==> src/rtl/odac_defs.vh <==
// constants for the octal dac two-wire command port
// included by the command port and its register memory
`ifndef ODAC_DEFS_VH
`define ODAC_DEFS_VH
`define ODAC_ADDR_HI 5'h03
`define ODAC_CMD_NOP 4'h0
`define ODAC_CMD_WR_IN 4'h1
`define ODAC_CMD_UPD 4'h2
`define ODAC_CMD_WR_UPD 4'h3
`define ODAC_CMD_PWR 4'h4
`define ODAC_CMD_MASK 4'h5
`define ODAC_CMD_RDBK 4'h9
`define ODAC_PM_NORMAL 2'h0
`define ODAC_PM_1K 2'h1
`define ODAC_PM_TRI 2'h3
`define ODAC_CMD_MSB 23
`define ODAC_ADR_MSB 19
`define ODAC_DAT_MSB 15
`endif

==> src/rtl/odac_regmem.v <==
// input register bank for eight channels, registered read port
// assumes one writer and one reader in the SYS_CLK domain
`timescale 1ns/1ns
`include "odac_defs.vh"
module odac_regmem #(
  parameter WIDTH = 16,
  parameter DEPTH = 8,
  parameter AW = 3
) (
  input wire clk,
  input wire rst_b,
  input wire we,
  input wire [AW-1:0] waddr,
  input wire [WIDTH-1:0] wdata,
  input wire [AW-1:0] raddr,
  output reg [WIDTH-1:0] rdata
);
  reg [WIDTH-1:0] mem [0:DEPTH-1];
  integer i;
  always @(posedge clk or negedge rst_b) begin
    if (!rst_b) begin
      for (i = 0; i < DEPTH; i = i + 1) begin
        mem[i] <= {WIDTH{1'b0}};
      end
      rdata <= {WIDTH{1'b0}};
    end else begin
      if (we) begin
        mem[waddr] <= wdata;
      end
      rdata <= mem[raddr];
    end
  end
endmodule

==> src/rtl/odac_i2c_port.v <==
// two-wire command port of an eight channel dac, slave side
// assumes SCL and SDA inputs already synchronous to SYS_CLK
//
// Overview of operation
// - command 1 writes input register; transparent when strobe low, unmasked
// - command 2 copies input to dac register for channels set in D7..D0
// - command 3 writes dac register of addressed channel at once
// - answer address 00011 plus the two address select pins
// - acknowledge own address by pulling SDA low on ninth pulse
// - nine pulses per byte; SDA changes only while SCL low
// - write is address, command, data high, data low, each acked
// - after repeated start, read address acked, input data driven
// - readback selecting several channels returns channel 0
// - read each register msb first, advance pointer, wrap 7 to 0
// - command 4 takes sixteen bits as eight two bit power fields
// - power field 00 normal, 01 one kilohm to ground, 11 tristate
// - dac registers kept and still writable while powered down
// - two banks per channel; dac loads governed by load strobe
// - strobe low during command 1 loads both registers at frame end
// - frame is command, address, sixteen bit data, msb first
// - strobe falling edge copies input to dac registers when high
// - command 5 loads per channel mask; masked channels ignore strobe
`timescale 1ns/1ns
`include "odac_defs.vh"
module odac_i2c_port #(
  parameter DW = 16,
  parameter NCH = 8
) (
  input wire SYS_CLK,
  input wire RST_B,
  input wire SCL_IN,
  input wire SDA_IN,
  output reg SDA_OUT,
  output reg SDA_OE,
  input wire ADDR_SELECT_PIN_HI,
  input wire ADDR_SELECT_PIN_LO,
  input wire LOAD_STROBE_N,
  output reg [NCH*DW-1:0] DAC_CODE,
  output reg [2*NCH-1:0] POWER_MODE,
  output reg [NCH-1:0] OUT_GND_1K,
  output reg [NCH-1:0] OUT_TRISTATE,
  output reg [NCH-1:0] LOAD_MASK
);
  localparam ST_IDLE = 3'h0;
  localparam ST_ADDR = 3'h1;
  localparam ST_WRB = 3'h2;
  localparam ST_RDB = 3'h3;
  localparam ST_SKIP = 3'h4;

  reg [2:0] state;
  reg scl_d;
  reg sda_d;
  reg [3:0] bitcnt;
  reg [7:0] shreg;
  reg [1:0] bytecnt;
  reg [23:0] frame;
  reg is_read;
  reg ack_phase;
  reg [2:0] rd_ptr;
  reg rd_lo;
  reg [7:0] tx_byte;
  reg ld_d;
  reg frame_go;
  reg [NCH-1:0] copy_more;
  reg in_we;
  reg [2:0] in_waddr;
  reg [DW-1:0] in_wdata;
  reg [2:0] copy_ch;
  reg copy_pend;
  reg [NCH-1:0] copy_set;
  wire [DW-1:0] in_rdata;
  wire scl_rise = SCL_IN & ~scl_d;
  wire scl_fall = ~SCL_IN & scl_d;
  // start and stop only seen with SCL high
  wire start_c = scl_d & SCL_IN & sda_d & ~SDA_IN;
  wire stop_c = scl_d & SCL_IN & ~sda_d & SDA_IN;
  wire ld_fall = ld_d & ~LOAD_STROBE_N;
  wire [3:0] f_cmd = frame[`ODAC_CMD_MSB:`ODAC_CMD_MSB-3];
  wire [3:0] f_adr = frame[`ODAC_ADR_MSB:`ODAC_ADR_MSB-3];
  wire [DW-1:0] f_dat = frame[`ODAC_DAT_MSB:0];
  wire [7:0] f_sel = f_dat[7:0];
  wire [6:0] my_addr = {`ODAC_ADDR_HI, ADDR_SELECT_PIN_HI, ADDR_SELECT_PIN_LO};
  // strobe fall asks for every unmasked channel
  wire [NCH-1:0] ld_req = ld_fall ? ~LOAD_MASK : {NCH{1'b0}};
  // command 2 asks for the channels set in D7..D0
  wire upd_go = frame_go && f_cmd == `ODAC_CMD_UPD;
  wire [NCH-1:0] upd_req = upd_go ? f_sel : {NCH{1'b0}};
  wire [NCH-1:0] copy_req = ld_req | upd_req;

  // copy engine borrows the read port; avoid strobing during a readback
  odac_regmem #(.WIDTH(DW), .DEPTH(NCH), .AW(3)) u_inreg (
    .clk(SYS_CLK),
    .rst_b(RST_B),
    .we(in_we),
    .waddr(in_waddr),
    .wdata(in_wdata),
    .raddr(copy_pend ? copy_ch : rd_ptr),
    .rdata(in_rdata)
  );

  // serial engine: bits shift in on SCL rise, drive changes on SCL fall
  always @(posedge SYS_CLK or negedge RST_B) begin
    if (!RST_B) begin
      state <= ST_IDLE;
      scl_d <= 1'b1;
      sda_d <= 1'b1;
      bitcnt <= 4'h0;
      shreg <= 8'h00;
      bytecnt <= 2'h0;
      frame <= 24'h000000;
      is_read <= 1'b0;
      ack_phase <= 1'b0;
      rd_ptr <= 3'h0;
      rd_lo <= 1'b0;
      tx_byte <= 8'h00;
      SDA_OUT <= 1'b0;
      SDA_OE <= 1'b0;
      frame_go <= 1'b0;
    end else begin
      scl_d <= SCL_IN;
      sda_d <= SDA_IN;
      frame_go <= 1'b0;
      if (start_c) begin
        state <= ST_ADDR;
        bitcnt <= 4'h0;
        ack_phase <= 1'b0;
        SDA_OE <= 1'b0;
        bytecnt <= 2'h0;
      end else if (stop_c) begin
        state <= ST_IDLE;
        SDA_OE <= 1'b0;
      end else if (state != ST_IDLE && state != ST_SKIP) begin
        if (scl_rise && !ack_phase) begin
          shreg <= {shreg[6:0], SDA_IN};
          bitcnt <= bitcnt + 4'h1;
        end
        if (scl_rise && ack_phase && state == ST_RDB) begin
          if (SDA_IN) begin
            state <= ST_SKIP;
          end
        end
        if (scl_fall) begin
          if (!ack_phase && bitcnt == 4'h8) begin
            ack_phase <= 1'b1;
            bitcnt <= 4'h0;
            if (state == ST_ADDR) begin
              if (shreg[7:1] == my_addr) begin
                SDA_OE <= 1'b1;
                SDA_OUT <= 1'b0;
                is_read <= shreg[0];
              end else begin
                state <= ST_SKIP;
                SDA_OE <= 1'b0;
              end
            end else if (state == ST_WRB) begin
              SDA_OE <= 1'b1;
              SDA_OUT <= 1'b0;
              frame <= {frame[15:0], shreg};
              if (bytecnt == 2'h2) begin
                bytecnt <= 2'h0;
                frame_go <= 1'b1;
              end else begin
                bytecnt <= bytecnt + 2'h1;
              end
            end else begin
              SDA_OE <= 1'b0;
            end
          end else if (!ack_phase && state == ST_RDB) begin
            // bit 7 went out at the ack fall, so drive the next one
            SDA_OE <= ~tx_byte[6];
            SDA_OUT <= 1'b0;
            tx_byte <= {tx_byte[6:0], 1'b1};
          end else if (ack_phase) begin
            ack_phase <= 1'b0;
            SDA_OE <= 1'b0;
            // read address acked, then data driven
            if (state == ST_ADDR) begin
              state <= is_read ? ST_RDB : ST_WRB;
            end
            if (state == ST_RDB || (state == ST_ADDR && is_read)) begin
              // msb byte then lsb byte, pointer wraps
              tx_byte <= rd_lo ? in_rdata[7:0] : in_rdata[15:8];
              SDA_OE <= rd_lo ? ~in_rdata[7] : ~in_rdata[15];
              SDA_OUT <= 1'b0;
              if (rd_lo) begin
                rd_ptr <= rd_ptr + 3'h1;
              end
              rd_lo <= ~rd_lo;
            end
          end
        end
      end
      // readback pointer, several channels give channel 0
      if (frame_go && f_cmd == `ODAC_CMD_RDBK) begin
        rd_ptr <= f_adr[3] ? 3'h0 : f_adr[2:0];
        rd_lo <= 1'b0;
      end
    end
  end

  // register banks and frame execution
  integer k;
  always @(posedge SYS_CLK or negedge RST_B) begin
    if (!RST_B) begin
      DAC_CODE <= {NCH*DW{1'b0}};
      POWER_MODE <= {2*NCH{1'b0}};
      OUT_GND_1K <= {NCH{1'b0}};
      OUT_TRISTATE <= {NCH{1'b0}};
      LOAD_MASK <= {NCH{1'b0}};
      ld_d <= 1'b1;
      in_we <= 1'b0;
      in_waddr <= 3'h0;
      in_wdata <= {DW{1'b0}};
      copy_pend <= 1'b0;
      copy_set <= {NCH{1'b0}};
      copy_ch <= 3'h0;
      copy_more <= {NCH{1'b0}};
    end else begin
      ld_d <= LOAD_STROBE_N;
      in_we <= 1'b0;
      for (k = 0; k < NCH; k = k + 1) begin
        OUT_GND_1K[k] <= POWER_MODE[2*k +: 2] == `ODAC_PM_1K;
        OUT_TRISTATE[k] <= POWER_MODE[2*k +: 2] == `ODAC_PM_TRI;
      end
      // one channel copied per cycle; input read is a registered port
      if (copy_pend) begin
        copy_ch <= copy_ch + 3'h1;
        if (copy_ch == 3'h7) begin
          copy_pend <= 1'b0;
        end
      end
      // dac writes are not gated by power mode
      if (copy_pend && copy_ch != 3'h0 && copy_set[copy_ch-3'h1]) begin
        DAC_CODE[(copy_ch-3'h1)*DW +: DW] <= in_rdata;
      end
      if (!copy_pend && copy_ch == 3'h0 && copy_set[7]) begin
        DAC_CODE[7*DW +: DW] <= in_rdata;
        copy_set <= {NCH{1'b0}};
      end
      // requests meeting a busy engine are queued, not dropped
      if (copy_pend) begin
        copy_more <= copy_more | copy_req;
      end else if ((copy_req | copy_more) != {NCH{1'b0}}) begin
        copy_set <= copy_req | copy_more;
        copy_pend <= 1'b1;
        copy_ch <= 3'h0;
        copy_more <= {NCH{1'b0}};
      end
      if (frame_go) begin
        case (f_cmd)
          `ODAC_CMD_WR_IN: begin
            // input write, transparent while strobe low
            in_we <= ~f_adr[3];
            in_waddr <= f_adr[2:0];
            in_wdata <= f_dat;
            if (!LOAD_STROBE_N && !LOAD_MASK[f_adr[2:0]] && !f_adr[3]) begin
              DAC_CODE[f_adr[2:0]*DW +: DW] <= f_dat;
            end
          end
          `ODAC_CMD_UPD: begin
            // picked up by the copy request
            in_we <= 1'b0;
          end
          `ODAC_CMD_WR_UPD: begin
            in_we <= ~f_adr[3];
            in_waddr <= f_adr[2:0];
            in_wdata <= f_dat;
            if (!f_adr[3]) begin
              DAC_CODE[f_adr[2:0]*DW +: DW] <= f_dat;
            end
          end
          `ODAC_CMD_PWR: begin
            POWER_MODE <= f_dat;
          end
          `ODAC_CMD_MASK: begin
            LOAD_MASK <= f_sel;
          end
          default: begin
            in_we <= 1'b0;
          end
        endcase
      end
    end
  end

endmodule

==> config.mk <==
export PLATFORM = sky130hd
export DESIGN_NAME = odac_i2c_port
export DESIGN_NICKNAME = d
export VERILOG_FILES = /design/src/rtl/odac_regmem.v /design/src/rtl/odac_i2c_port.v
export VERILOG_INCLUDE_DIRS = /design/src /design/src/rtl
export SDC_FILE = /design/constraint.sdc
export NUM_CORES = 1
export LEC_CHECK = 0
export ABC_AREA = 1
export BUFFER_PORTS_ARGS = -buffer_cell sky130_fd_sc_hd__buf_4
export CORE_UTILIZATION = 47
export CTS_BUF_LIST = sky130_fd_sc_hd__clkbuf_2
export CTS_CLUSTER_DIAMETER = 150
export DETAILED_ROUTE_END_ITERATION = 6
export PLACE_DENSITY = 0.65
export SLEW_MARGIN = 5
export SYNTH_ARGS = -nofsm -noshare
export SYNTH_HDL_FRONTEND = slang
export SYNTH_SLANG_ARGS = --single-unit
==> constraint.sdc <==
create_clock -name SYS_CLK -period 4.9 [get_ports SYS_CLK]
set_input_delay 0.735 -clock SYS_CLK [delete_from_list [all_inputs] [get_ports SYS_CLK]]
set_output_delay 0.735 -clock SYS_CLK [all_outputs]
set_load 0.03 [all_outputs]
[Yosys cells after proc, flatten, opt, wreduce, memory -nomap -nowiden]
Index checks and enable logic that the tools add are counted.
Storage, ports and cells
  register bits after elaboration: 412
  output and inout bits: 170
  input bits: 7
  word-level logic and storage cells: 297
Operators by class
  shift-type cells: 4
  $add $sub $neg: 8
  multiplexer cells: 119
  eq/ne operators: 39
  bitwise gates (word level): 27
  magnitude comparators: 5
  reductions and logical operators: 58
Operators by type and width (count)
  128-bit two-way mux: 4
  128-bit bitwise mux: 3
  128-bit case mux with 2 select lines: 1
  16-bit by 34-bit variable shift with 128-bit output (first input constant): 2
  16-bit by 34-bit indexed part select with 128-bit output: 2
  3-bit two-way mux: 27
  16-bit two-way mux: 4
  8-bit two-way mux: 7
  1-bit two-way mux: 51
  16-bit binary-select mux with 3-bit select: 1
  16-bit demux with 3-bit select: 1
  32-bit negation with 34-bit output: 1
  7-bit negation with 34-bit output: 1
  7-bit two-way mux: 4
  4-bit two-way mux: 6
  2-bit nonzero test: 12
  7-bit AND reduction: 3
  2-bit == test (second input constant): 9
  3-bit nonzero test: 6
  2-bit by 1-bit == test with 1-bit output (second input constant): 8
  1-bit logical AND: 16
  2-bit two-way mux: 8
  8-bit bitwise OR: 2
  8-bit AND reduction: 2
  37 further kinds: 79

[Longest topological paths before layout]
  depth after elaboration: 13
  mapped depth: 23
  mapped depth without buffers: 22

[By module]
From an unflattened synthesis, not the netlist that was laid out.
Unflattened totals
  cells, all modules: 2693
  area total of the unflattened synthesis: 20537.2 um^2
By module, submodules not included
  odac_i2c_port: sequential area each 6685.2 um^2, cells each 1810, times used 1, area each 13862.0 um^2
  odac_regmem: sequential area each 3603.5 um^2, cells each 883, times used 1, area each 6675.2 um^2

[Worst setup path before layout]
No wires, ideal clock.
  kind: register -> register
  start: register copy_ch[0]
  end: register DAC_CODE[126]
  arrival: 2913 ps
  library setup time: 117 ps
  setup slack: 1870 ps
  stages on the path, launching flop included: 22
  data required time: 4783 ps
  path through: dfrtp_1 > inv_2 > ha_1 > nand2_1 > nor2_1 > inv_1 > ha_1 > inv_1 > nand2_1 > nor2_1 > nand4_1 > nor2_8 > nand3_4 > buf_2 > nand2_1 > nand3_1 > nand3_1 > nand2_1 > nand2_1 > nand3_1 > nand2_1 > nand2_1
Between the ends
  longest elaborated chain between the ends: 10
  elaborated cells on any way between the ends: 21
Ends and longest elaborated chain
  start, declared: line odac_i2c_port.v:68  | reg [2:0] copy_ch;
  start signal, assigned: line odac_i2c_port.v:227  | copy_ch <= copy_ch + 3'h1;
  3-bit by 1-bit subtractor with 4-bit output or 3-bit by 1-bit subtractor with 3-bit output (tied branches): line odac_i2c_port.v:234, odac_i2c_port.v:233
  32-bit negation with 34-bit output or 1-bit binary-select mux with 3-bit select (tied branches): line odac_i2c_port.v:234, odac_i2c_port.v:233
  16-bit by 34-bit indexed part select with 128-bit output, or another cell as far along: line odac_i2c_port.v:234  | DAC_CODE[(copy_ch-3'h1)*DW +: DW] <= in_rdata;
  128-bit bitwise mux or 1-bit logical AND (tied branches): line odac_i2c_port.v:234, odac_i2c_port.v:233
  128-bit two-way mux: line odac_i2c_port.v:233  | if (copy_pend && copy_ch != 3'h0 && copy_set[copy_ch-3'h1]) begin
  16-bit two-way mux *: line odac_i2c_port.v:236  | if (!copy_pend && copy_ch == 3'h0 && copy_set[7]) begin
  128-bit bitwise mux: line odac_i2c_port.v:257, odac_i2c_port.v:269
  128-bit two-way mux, on equally long branches: line odac_i2c_port.v:268, odac_i2c_port.v:256
  128-bit case mux with 2 select lines: line odac_i2c_port.v:250  | case (f_cmd)
  128-bit two-way mux *: line odac_i2c_port.v:249  | if (frame_go) begin
  end signal, assigned by index: line odac_i2c_port.v:237  | DAC_CODE[7*DW +: DW] <= in_rdata;
  end signal, assigned by index: line odac_i2c_port.v:257  | DAC_CODE[f_adr[2:0]*DW +: DW] <= f_dat;
  end signal, assigned by index: line odac_i2c_port.v:269  | DAC_CODE[f_adr[2:0]*DW +: DW] <= f_dat;
  end, declared: line odac_i2c_port.v:38  | output reg [NCH*DW-1:0] DAC_CODE,
Mark *: on every way between the ends. The rest lies on a longest branch, timed or not. The select of a mux whose other input is x is not followed.
A chain may end at the register's enable or synchronous reset.

[Final worst setup path]
  start: register copy_ch[0]
  end: register DAC_CODE[23]
Between the ends
  longest elaborated chain between the ends: 9
  elaborated cells on any way between the ends: 17
Ends and longest elaborated chain (line)
  3-bit by 1-bit subtractor with 4-bit output or 3-bit by 1-bit subtractor with 3-bit output (tied branches): odac_i2c_port.v:234, odac_i2c_port.v:233
  32-bit negation with 34-bit output or 1-bit binary-select mux with 3-bit select (tied branches): odac_i2c_port.v:234, odac_i2c_port.v:233
  16-bit by 34-bit indexed part select with 128-bit output, or another cell as far along: odac_i2c_port.v:234
  128-bit bitwise mux or 1-bit logical AND (tied branches): odac_i2c_port.v:234, odac_i2c_port.v:233
  128-bit two-way mux *: odac_i2c_port.v:233
  128-bit bitwise mux: odac_i2c_port.v:257, odac_i2c_port.v:269
  128-bit two-way mux, on equally long branches: odac_i2c_port.v:268, odac_i2c_port.v:256
  128-bit case mux with 2 select lines: odac_i2c_port.v:250
  128-bit two-way mux *: odac_i2c_port.v:249
Marked as above.

==> flow_summary_export.csv <==
group,metric,value,unit
critical_path,cp_slowest_stage_delay,680,ps
timing,rsz0062_at_grt,"no",
critical_path,path_max_fanout,24,
timing,tightest_slew,1205,ps
synthesis,yosys_register_bits,411,
routing,viasPerCell,5.622,
timing,setup_slack,916.3,ps
synthesis,synth_edf_count,0,
critical_path,worstPathCellList,"inv_2 -> ha_1 -> inv_1 -> nand2_1 -> nand3_1 -> nor2_1 -> inv_1 -> ha_1 -> o21a_1 -> nand2_1 -> nor3_1 -> nand3_1 -> inv_1 -> buf_4 -> nand2_1 -> o211ai_1 -> nand2_1",
power,power_density,342.1,nW/um^2
timing,setup_violations,0,
final_layout,instances_no_fill,3296,
floorplan,core-area,42040,sq um
synthesis,synth_cell_type_count,47,
clocking,clockRootBuffer,"clkbuf_2",
critical_path,critPathBufInv,5,
clocking,clock_latency,1150,ps
timing,worst_hold_slack,133.1,ps
routing,wl,65.13,mm
final_layout,fin_util,54.29,%
critical_path,cp-start-kind,"flip-flop",
synthesis,dominantRegCellSynth,"dfrtp_1",
floorplan,dieArea,43610,sq um
floorplan,rows,75,
final_layout,nets,2698,
timing,max_slew_margin,19.49,%
floorplan,die_height,208.8,um
min_path,hp-class,"in -> reg",
place,place_area,21840,sq um
power,p_total,7.808,mW
final_layout,fin_area,22820,sq um
power,leakage,11.38,nW
timing,fmax,251.0,MHz
timing,hold_viol,0,
critical_path,critical_path_class,"reg -> reg",
timing,fin_crit_sh,81.30,%
timing,slew_viol_final,0,
critical_path,path_delay_family,"buffers and inverters",
timing,period_needed,3984,ps
routing,dr.pass1.iters,7,
place,dp.cells,3099,
synthesis,syn-cell-area,20110,sq um
clocking,clkSlewWorstSetupHoldPaths,100,ps
critical_path,setup.worst_path.end_class,"flip-flop",
clocking,clock_sinks,411,
synthesis,synth_area_per_cell,8.069,sq um
critical_path,cp_data_arrival_time,4970,ps
global_routing,grt_pass1_wl,100.9,mm
place,dp_slack,1060,ps
clocking,clockBufferDepth,3,
floorplan,io_pins,177,
place,place_hpwl,43.48,mm
power,max-vdd-ir-drop,220.7,uV
clocking,cts_max_level,3,
routing,drc,0,
synthesis,synth_nets,2515,
global_routing,antenna_found_initial,3,
timing,fin_setup_tns,0,ps
timing,fin_skew,71.19,ps
place,port_buffers,175,
synthesis,synthCells,2492,
global_routing,grt-ovfl-total,0,
synthesis,yosysWarnings,0,
critical_path,worst_ep_required_time,5880,ps
routing,vias,18530,
global_routing,globalRouteTotalUtil,30.03,%
clocking,cts_buffers,109,
clocking,cts_tree,"built",
synthesis,yosysSeqAreaShare,51.17,%
synthesis,ys_async_sr_fraction,100.0,%
job,max_cap_viol_count,0,
clocking,post_cts_buffers,0,
routing,drt_iter0_drc,1973,
final_layout,layout-drive-gt1-share,16.63,%
routing,ant_nets,0,
critical_path,critPathSlowestCell,"ha_1",
floorplan,die_width,208.8,um
global_routing,grt_pass1_vias,17637,
final_layout,syn2layout_area_growth,13.50,%
floorplan,start_util,47.83,%
critical_path,path_common_cell,"nand2_1",
global_routing,grt_max_degree,112,
place,place_congestion,0.9464,
run_status,outcome,"finished, final reports clean",
routing,wire_per_inst,19.76,um
==> metal layers <==
layer,track usage (%),vias to the layer above,wire length (um)
met3,6.026,202,5131
met1,38.92,8879,26570
met4,15.49,2,3087
met2,47.83,820,30330
li1,-,8627,-
met5,0,-,13
==> report_power, final <==
part           internal [mW]  switching (mW)  total [mW]
Clock                  0.892            1.47        2.36
Sequential              3.68           0.260        3.94
Combinational          0.562           0.948        1.51
==> registers in the layout (all words and copies together), names as in the netlist, 4 cells and up <==
name / cells
tx_byte: 7
OUT_GND_1K: 8
POWER_MODE: 16
u_inreg.mem: 128
DAC_CODE: 128
OUT_TRISTATE: 8
bitcnt: 4
frame: 24
u_inreg.rdata: 16
copy_set: 8
in_wdata: 16
copy_more: 8
LOAD_MASK: 8
shreg: 8
==> synth_stat cells, types with 7 or more instances <==
library cell | count | area share, %
o21ai_1 | 7 | 0.17
a21oi_1 | 41 | 1.0
a31oi_1 | 21 | 0.65
buf_4 | 7 | 0.26
mux2_2 | 16 | 0.90
ha_1 | 16 | 1.0
dfrtp_1 | 408 | 51
buf_2 | 37 | 0.92
or2_2 | 31 | 0.96
nand4_1 | 41 | 1.3
o21ai_0 | 315 | 7.8
nand2_1 | 658 | 12
o211ai_1 | 122 | 4.6
a211oi_1 | 18 | 0.67
nor3_1 | 19 | 0.47
clkbuf_1 | 89 | 1.7
nand3_1 | 173 | 4.3
nor2_1 | 140 | 2.6
inv_1 | 274 | 5.1
==> cell usage in the layout (no fill, tap or decap), types with 2 or more instances in the layout <==
| cell type | synthesis | layout |
|---|---|---|
| nand4_1 | 41 | 41 |
| o211ai_1 | 122 | 122 |
| dlygate4sd3_1 | 0 | 4 |
| ha_1 | 16 | 16 |
| nor4_1 | 3 | 3 |
| a21oi_1 | 41 | 41 |
| nor2_4 | 1 | 2 |
| dfstp_2 | 3 | 3 |
| xor2_1 | 2 | 2 |
| nor3_1 | 19 | 18 |
| nand3_1 | 173 | 173 |
| o21ai_1 | 7 | 6 |
| dfrtp_1 | 408 | 408 |
| inv_2 | 6 | 8 |
| buf_4 | 7 | 203 |
| o2111ai_2 | 4 | 4 |
| o31ai_1 | 2 | 2 |
| o311ai_0 | 2 | 2 |
| a31oi_1 | 21 | 21 |
| nand2_1 | 658 | 658 |
| clkbuf_2 | 1 | 166 |
| a211oi_1 | 18 | 18 |
| clkinv_1 | 3 | 21 |
| mux2_2 | 16 | 16 |
| diode_2 | 0 | 3 |
| nor2_1 | 140 | 139 |
| inv_1 | 274 | 273 |
| buf_12 | 0 | 3 |
| clkinvlp_4 | 0 | 4 |
| nor2_8 | 2 | 2 |
| nor2_2 | 4 | 4 |
| or2_2 | 31 | 31 |
| o21ai_0 | 315 | 315 |
| o22ai_1 | 6 | 5 |
==> area by class of cell <==
cell class | count | area (sq um)
Antenna cell | 3 | 7.507
Clock buffer | 166 | 830.8
Clock inverter | 24 | 106.4
Fill cell | 4046 | 19220
Inverter | 283 | 1062
Multi-Input combinational cell | 1659 | 8213
Sequential cell | 411 | 10290
Tap cell | 539 | 674.4
Timing Repair Buffer | 211 | 1639
==> kinds of logic after synthesis <==
kind of cell,Yosys count,synth area share (%)
AO/OA/AOI/OAI,544,15.82
XOR/XNOR,3,0.1307
adder cells (fa/ha/maj),16,0.9956
buffers and inverters,422,8.245
flip-flops,411,51.17
multiplexers,16,0.8960
other,1,0.01865
AND/OR/NAND/NOR,1079,22.73
==> tightest hold or removal path, cell delays in order <==
cell and delay (ps):
buf_4 80, inv_1 50, nor2_1 80, nor3_1 90
nand4_1 90, o21ai_0 80
==> what timing repair did <==
item                                    in CTS  in global routing
hold buffers                                 4                  0
resized for setup                            0                  0
endpoints found under the hold margin      112                  0
endpoints found under the setup margin       0                  0
==> path summary, 6_finish.rpt <==
| path | start | to | slack (ps) | depth (start not counted) |
|---|---|---|---|---|
| max | copy_ch[0] | DAC_CODE[23] | 920 | 17 |
| max in group asynchronous | RST_B | u_inreg.mem[41] | 3390 | 3 |
| max reg2reg | copy_ch[0] | DAC_CODE[23] | 920 | 17 |
| min in group asynchronous | RST_B | copy_more[1] | 260 | 2 |
| min | ADDR_SELECT_PIN_HI | is_read | 130 | 6 |
| min reg2reg | bytecnt[0] | frame_go | 460 | 1 |
Note: power is estimated with default switching activity, not from simulation.
